$ cat src/include/sirq_pkg.sv
// Constants and types for the serial interrupt peripheral
// Contract
// - Shared wire driven tri-state by every agent
// - All wire timing counted in link clocks
// - Cycle: start, data frames, one stop
// - Quiet start: peripheral pulls low one clock
// - Continuous: only host starts, four to eight; code takes any low run of four or more
// - Reset enters continuous mode, await host
// - Count frames from start pulse rising edge
// - Frame is sample, recovery, turn-around
// - Sample: pull low only if request active
// - Recovery drive high, turn-around release
// - Frames one to three at 2,5,8
// - Frames 4-32 every three clocks, rest unassigned
// - Two-clock stop selects quiet next cycle
// - Three-clock stop selects continuous next cycle
package sirq_pkg;

   localparam int SLOT_COUNT = 32;
   localparam int SYNC_STAGES = 2;

   localparam logic [3:0] START_MIN_LOW  = 4'h4;
   localparam logic [3:0] STOP_QUIET_LOW = 4'h2;
   localparam logic [3:0] STOP_CONT_LOW  = 4'h3;
   localparam logic [3:0] LOW_RUN_MAX    = 4'hF;

   localparam logic [1:0] PH_SAMPLE   = 2'h0;
   localparam logic [1:0] PH_RECOVERY = 2'h1;
   localparam logic [1:0] PH_TURN     = 2'h2;

   localparam logic [5:0] FRAME_FIRST = 6'h01;
   localparam logic [5:0] FRAME_MAX   = 6'h3F;

   localparam logic RESET_QUIET = 1'b0;

   typedef enum logic [2:0] {
      ST_IDLE   = 3'b001,
      ST_START  = 3'b010,
      ST_FRAMES = 3'b100
   } state_t;

endpackage

$ cat src/include/sirq_link_if.sv
// Sampled link clock edge and wire level passed to the frame logic
`timescale 1ns/1ns
interface sirq_link_if;
   logic pclk_rise;
   logic wire_lvl;
   modport src (output pclk_rise, output wire_lvl);
   modport dst (input pclk_rise, input wire_lvl);
endinterface

$ cat src/logic/link_sampler.sv
// Two-stage synchronisers for link clock and wire, link clock edge finder
`timescale 1ns/1ns
module link_sampler (
   input  wire logic  core_clk_i,
   input  wire logic  srst_i,
   input  wire logic  pci_clk_i,
   input  wire logic  wire_i,
   sirq_link_if.src   lk
);
   import sirq_pkg::*;

   typedef struct packed {
      logic [1:0] clk_meta;
      logic [1:0] clk_sync;
      logic       clk_prev;
      logic       wire_meta;
      logic       wire_sync;
   } smp_t;

   smp_t r;
   smp_t next_r;

   always_comb begin
      next_r           = r;
      next_r.clk_meta  = {1'b0, pci_clk_i};
      next_r.clk_sync  = {1'b0, r.clk_meta[0]};
      next_r.clk_prev  = r.clk_sync[0];
      next_r.wire_meta = wire_i;
      next_r.wire_sync = r.wire_meta;
   end

   always_ff @(posedge core_clk_i) begin
      if (srst_i) begin
         r <= '{clk_meta: 2'h0, clk_sync: 2'h0, clk_prev: 1'b0,
                wire_meta: 1'b1, wire_sync: 1'b1};
      end else begin
         r <= next_r;
      end
   end

   // Link clock rise seen on the synchronised copy only
   assign lk.pclk_rise = r.clk_sync[0] & ~r.clk_prev;
   assign lk.wire_lvl  = r.wire_sync;
endmodule

$ cat src/logic/serial_irq_peripheral.sv
// Peripheral end of the shared serial interrupt wire
`timescale 1ns/1ns
module serial_irq_peripheral #(
   parameter int SLOTS = sirq_pkg::SLOT_COUNT
) (
   input  wire logic             core_clk_i,
   input  wire logic             srst_i,
   input  wire logic             pci_clk_i,
   input  wire logic             shared_interrupt_wire_i,
   input  wire logic [SLOTS-1:0] irq_i,
   input  wire logic [SLOTS-1:0] slot_en_i,
   output logic                  shared_interrupt_wire_o,
   output logic                  shared_interrupt_wire_oe_o,
   output logic                  quiet_mode_o,
   output logic                  cycle_active_o
);
   import sirq_pkg::*;

   generate
      if (SLOTS < 1 || SLOTS > SLOT_COUNT) begin : g_bad
         $error("SLOTS must lie between 1 and 32");
      end
      // Start and stop are told apart by low run length alone
      if (START_MIN_LOW <= STOP_CONT_LOW) begin : g_bad_start
         $error("Start low run must exceed the stop low run");
      end
      if (STOP_QUIET_LOW >= STOP_CONT_LOW) begin : g_bad_stop
         $error("Quiet stop must be shorter than continuous stop");
      end
      // Frame counter must pass the last owned frame
      if (int'(FRAME_MAX) <= SLOTS) begin : g_bad_frame
         $error("Frame counter too narrow for SLOTS");
      end
   endgenerate

   typedef struct packed {
      state_t           state;
      logic             quiet;
      logic [3:0]       low_run;
      logic [1:0]       phase;
      logic [5:0]       frame;
      logic [SLOTS-1:0] sent;
      logic             drv;
      logic             oe;
   } regs_t;

   regs_t r;
   regs_t next_r;

   sirq_link_if lk ();

   link_sampler u_sampler (
      .core_clk_i (core_clk_i),
      .srst_i     (srst_i),
      .pci_clk_i  (pci_clk_i),
      .wire_i     (shared_interrupt_wire_i),
      .lk         (lk)
   );

   logic pending;

   // Requests differing from what was last reported in own frames
   assign pending = |((irq_i ^ r.sent) & slot_en_i);

   always_comb begin
      logic       lvl;
      logic       own;
      logic [5:0] idx;
      lvl    = lk.wire_lvl;
      own    = 1'b0;
      idx    = 6'h00;
      next_r = r;
      if (lk.pclk_rise) begin
         // Length of the current low run on the wire
         if (lvl) begin
            next_r.low_run = 4'h0;
         end else if (r.low_run != LOW_RUN_MAX) begin
            next_r.low_run = 4'(r.low_run + 4'h1);
         end
         // Released unless a phase below claims the wire
         next_r.oe  = 1'b0;
         next_r.drv = 1'b1;
         unique case (r.state)
            ST_IDLE: begin
               if (lvl && r.low_run >= START_MIN_LOW) begin
                  // Start pulse just ended: reference edge
                  next_r.state = ST_FRAMES;
                  next_r.phase = PH_RECOVERY;
                  next_r.frame = 6'h00;
               end else if (r.quiet && lvl && r.low_run == 4'h0
                            && pending) begin
                  next_r.state = ST_START;
                  next_r.oe    = 1'b1;
                  next_r.drv   = 1'b0;
               end
            end
            ST_START: begin
               // One clock low, then host holds the pulse
               next_r.state = ST_IDLE;
            end
            ST_FRAMES: begin
               if (lvl && r.low_run >= STOP_CONT_LOW) begin
                  next_r.state = ST_IDLE;
                  next_r.quiet = 1'b0;
               end else if (lvl && r.low_run == STOP_QUIET_LOW) begin
                  next_r.state = ST_IDLE;
                  next_r.quiet = 1'b1;
               end else begin
                  if (r.phase == PH_TURN) begin
                     next_r.phase = PH_SAMPLE;
                     if (r.frame != FRAME_MAX) begin
                        next_r.frame = 6'(r.frame + 6'h01);
                     end
                  end else begin
                     next_r.phase = 2'(r.phase + 2'h1);
                  end
                  // Frame n samples 3n-1 clocks past the start edge
                  idx = 6'(next_r.frame - FRAME_FIRST);
                  own = next_r.frame >= FRAME_FIRST
                        && next_r.frame <= 6'(SLOTS)
                        && slot_en_i[idx[4:0]];
                  if (own && next_r.phase == PH_SAMPLE) begin
                     next_r.oe  = irq_i[idx[4:0]];
                     next_r.drv = 1'b0;
                     next_r.sent[idx[4:0]] = irq_i[idx[4:0]];
                  end else if (own && next_r.phase == PH_RECOVERY) begin
                     next_r.oe  = 1'b1;
                     next_r.drv = 1'b1;
                  end
               end
            end
            default: begin
               next_r.state = ST_IDLE;
            end
         endcase
      end
   end

   always_ff @(posedge core_clk_i) begin
      if (srst_i) begin
         r.state   <= ST_IDLE;
         r.quiet   <= RESET_QUIET;
         r.low_run <= 4'h0;
         r.phase   <= PH_SAMPLE;
         r.frame   <= 6'h00;
         r.sent    <= '0;
         r.drv     <= 1'b1;
         r.oe      <= 1'b0;
      end else begin
         r <= next_r;
      end
   end

   // Only low or the recovery high is ever driven
   assign shared_interrupt_wire_o    = r.drv;
   assign shared_interrupt_wire_oe_o = r.oe;
   assign quiet_mode_o               = r.quiet;
   assign cycle_active_o             = r.state == ST_FRAMES;
endmodule

$ cat config.mk
export PLATFORM = sky130hd
export DESIGN_NAME = serial_irq_peripheral
export DESIGN_NICKNAME = d
export VERILOG_FILES = /design/src/include/sirq_pkg.sv /design/src/include/sirq_link_if.sv /design/src/logic/link_sampler.sv /design/src/logic/serial_irq_peripheral.sv
export SDC_FILE = /design/constraint.sdc
export NUM_CORES = 1
export LEC_CHECK = 0
export BUFFER_PORTS_ARGS = -buffer_cell sky130_fd_sc_hd__buf_2
export CORE_MARGIN = 3
export CORE_UTILIZATION = 62
export CTS_CLUSTER_DIAMETER = 60
export DETAILED_ROUTE_END_ITERATION = 10
export PLACE_DENSITY = 0.95
export SYNTH_ARGS = -nofsm -noshare
export SYNTH_HDL_FRONTEND = slang
export SYNTH_SLANG_ARGS = --single-unit
$ cat constraint.sdc
create_clock -name core_clk_i -period 10.4 [get_ports core_clk_i]
set_clock_uncertainty 0.1 [all_clocks]
set_input_delay 0.52 -clock core_clk_i [delete_from_list [all_inputs] [get_ports core_clk_i]]
set_output_delay 0.52 -clock core_clk_i [all_outputs]
set_load 0.005 [all_outputs]
==> metrics.txt <==
Setup TNS Final 0 ns; DR vias 4051; max_slew headroom 42.7%; Max Cap Viol 0; status completed; Post-synth EDFFs 0; reg-to-reg slack, setup 5.61 ns; fraction of registers with async set/reset 0%; post-route cell area 4630 um^2; Top FF cell, synth dfxtp_1; worst path bufs/invs 2; cell with the most instances after synthesis dfxtp_1; Seq pwr share 52.3%; fmax 209 MHz; # nets final 586; gr usage total 31.6%; Antenna diodes 0; Placed Cells 579; Worst Setup Path Type reg -> reg; slowest stage delay, CP 0.67 ns; Starting Density 65.6%; unrepaired setup endpoints after global routing no; hold depth 2; Internal Pwr Total 0.307 mW; vias in the first global route 3778; DRT Pass-1 Iters 5; clock-pin slew on the worst setup and hold paths 0.10 ns; worst IR drop on VDD 0.0794 mV; Switching Share 24.6%; mean post-synth cell area 9.34 um^2; CTS root buf clkbuf_8; Post-CTS Setup Bufs 0; Sw Pwr 0.100 mW; Period minus WS final 4.79 ns; DR iter-0 viols 490; Worst EP arrival 4.91 ns; routability congestion estimate 1.01; core area 6490 um^2; CTS sink cnt 55; later-pin clock latency in the skew report 0.32 ns; Cells after Synth 456; Multi-input gate area 2940 um^2; Tcrit/Tclk final 46.1%; post-DR vias/cell 6.91; Power Dens Cells 87.8 nW/um^2; Die H 88.9 um; die width 88.9 um; final non-filler cell total 586; Final setup viols 0; yosys warns 0; hold buffers post-CTS 0; Slew Limit Fails 0; FF/Latch Area 1100 um^2; die area 7900 um^2; crit end category flop; Routed WL 12400 um; Comb power frac 12.7%; post-synthesis sequential area ratio 25.9%; Synth top area share 25.9%; Core Util, Final 71.3%; Site Rows 29; Post-DP Area 4530 um^2; Clock power frac 34.9%; list of most frequent post-synthesis cells 55 x dfxtp_1, 50 x mux2i_1, 42 x nand3_1; Synth area leaders dfxtp_1 26%, mux2i_1 12%, xor2_1 6.8%, mux4_2 6.3%, nand2b_1 5.4%; deepest clock path buffer count 2; TritonCTS clock tree yes; Lkg Pwr 2.06 nW; Worst-Margin Slew 0.860 ns; global route overflow 0; initial antenna violation count 0; first-pass GRT wire length 19200 um; crit-path max FO 34; port bufs 71; Final ANT Viol Nets 0; Fillers 448; Detail Placement HPWL 9440 um; critical path depth 13; Seq cells post-synth 55; CTS resizes 0; synth unique cells 67; syn nets 533; CTS Buf Count 5; # IOs 72; H-Tree Depth 2; crit-path cells ha_1, and3_1, a211o_1, nand2_4, inv_4, ha_1, inv_1, a21oi_1, nor2_1, mux4_2, a22oi_4, a31oi_1, a211o_1; drt drc 0; DR WL/cell 21.2 um; slowest CP cell a22oi_4; largest net degree at the start of global routing 55; Worst EP required 10.52 ns; share of cells above drive strength 1 22.4%; HP Class in -> reg; Crit path max-delay family compound AO/OA/AOI/OAI gates; P&R area growth vs syn 8.79%; startpoint types flop; mapped cell area 4260 um^2; post-synth top area cell dfxtp_1; R2R cell count 13; final hold violation count 0
-- layout make-up --
class	count	share of cell area (%)
multi-input cells	368	63.6
clock buffers	6	1.57
well taps	77	2.08
repair buffers	71	7.67
inverters	8	0.702
clock inverters	1	0.648
flip-flops and latches	55	23.8
-- per-layer routing --
layer / up-vias / track usage, % / share of wire [%]
met5: - / 0 / 0
met4: 0 / 16.6 / 6.1
met2: 278 / 51.1 / 47
li1: 1814 / - / -
met1: 1878 / 40.3 / 38
met3: 81 / 5.49 / 8.2
-- final timing paths --
kind / start / to
setup / recovery: r[34]$_SDFFE_PP0P_ / shared_interrupt_wire_o$_SDFFE_PP1P_
hold / removal: shared_interrupt_wire_i / u_sampler.next_r[0]$_SDFF_PP1_
setup reg to reg: r[34]$_SDFFE_PP0P_ / shared_interrupt_wire_o$_SDFFE_PP1P_
hold reg to reg: u_sampler.next_r[0]$_SDFF_PP1_ / u_sampler.lk.wire_lvl$_SDFF_PP1_
-- kinds of logic after synthesis --
logic type	Yosys count	share of synthesized area, %
mux	65	19.0
flops	55	25.9
buf+inv	33	5.00
compound gates	82	15.0
fa+ha+maj	9	2.64
simple gates	174	24.3
xor+xnor	38	8.26
-- power by group through the flow --
stage	combinational (mW)	sequential, mW	clock, mW
CTS	0.0499	0.213	0.141
global placement	0.0476	0.218	0
finish	0.0518	0.213	0.142
global route	0.0539	0.213	0.148
detailed placement	0.0494	0.218	0
floorplan	0.0256	0.217	0
-- metrics by stage --
| stage | setup WS [ns] | total power [mW] | hold slack (ns) |
|---|---|---|---|
| 2_1_floorplan | 6.62 | 0.243 | 0.289 |
| 3_3_place_gp | 5.93 | 0.265 | 0.291 |
| 3_5_place_dp | 5.74 | 0.267 | 0.302 |
| 6_report | 5.61 | 0.407 | 0.287 |
| 5_1_grt | 5.23 | 0.415 | 0.294 |
| 4_1_cts | 5.70 | 0.403 | 0.292 |
-- placed cells by master (no fill, tap or decap), types with 3 or more instances in the layout --
master / n
and2_1: 3
nand2b_1: 37
a211o_1: 3
a21o_1: 4
dfxtp_1: 55
a211oi_1: 4
nor2b_1: 6
buf_2: 71
clkbuf_8: 5
ha_1: 9
nor4_4: 4
xnor2_1: 4
nand3_1: 42
a21oi_1: 14
and3_1: 4
nor2_1: 30
and4_1: 3
inv_1: 7
a22oi_1: 21
nor4_1: 4
mux4_2: 12
a31oi_1: 3
o21ai_0: 7
nand4_1: 13
nand2_1: 11
mux2i_1: 50
nor3_1: 3
xor2_1: 33
or2_2: 4
a32oi_1: 3
(Power assumes the default switching activity.)
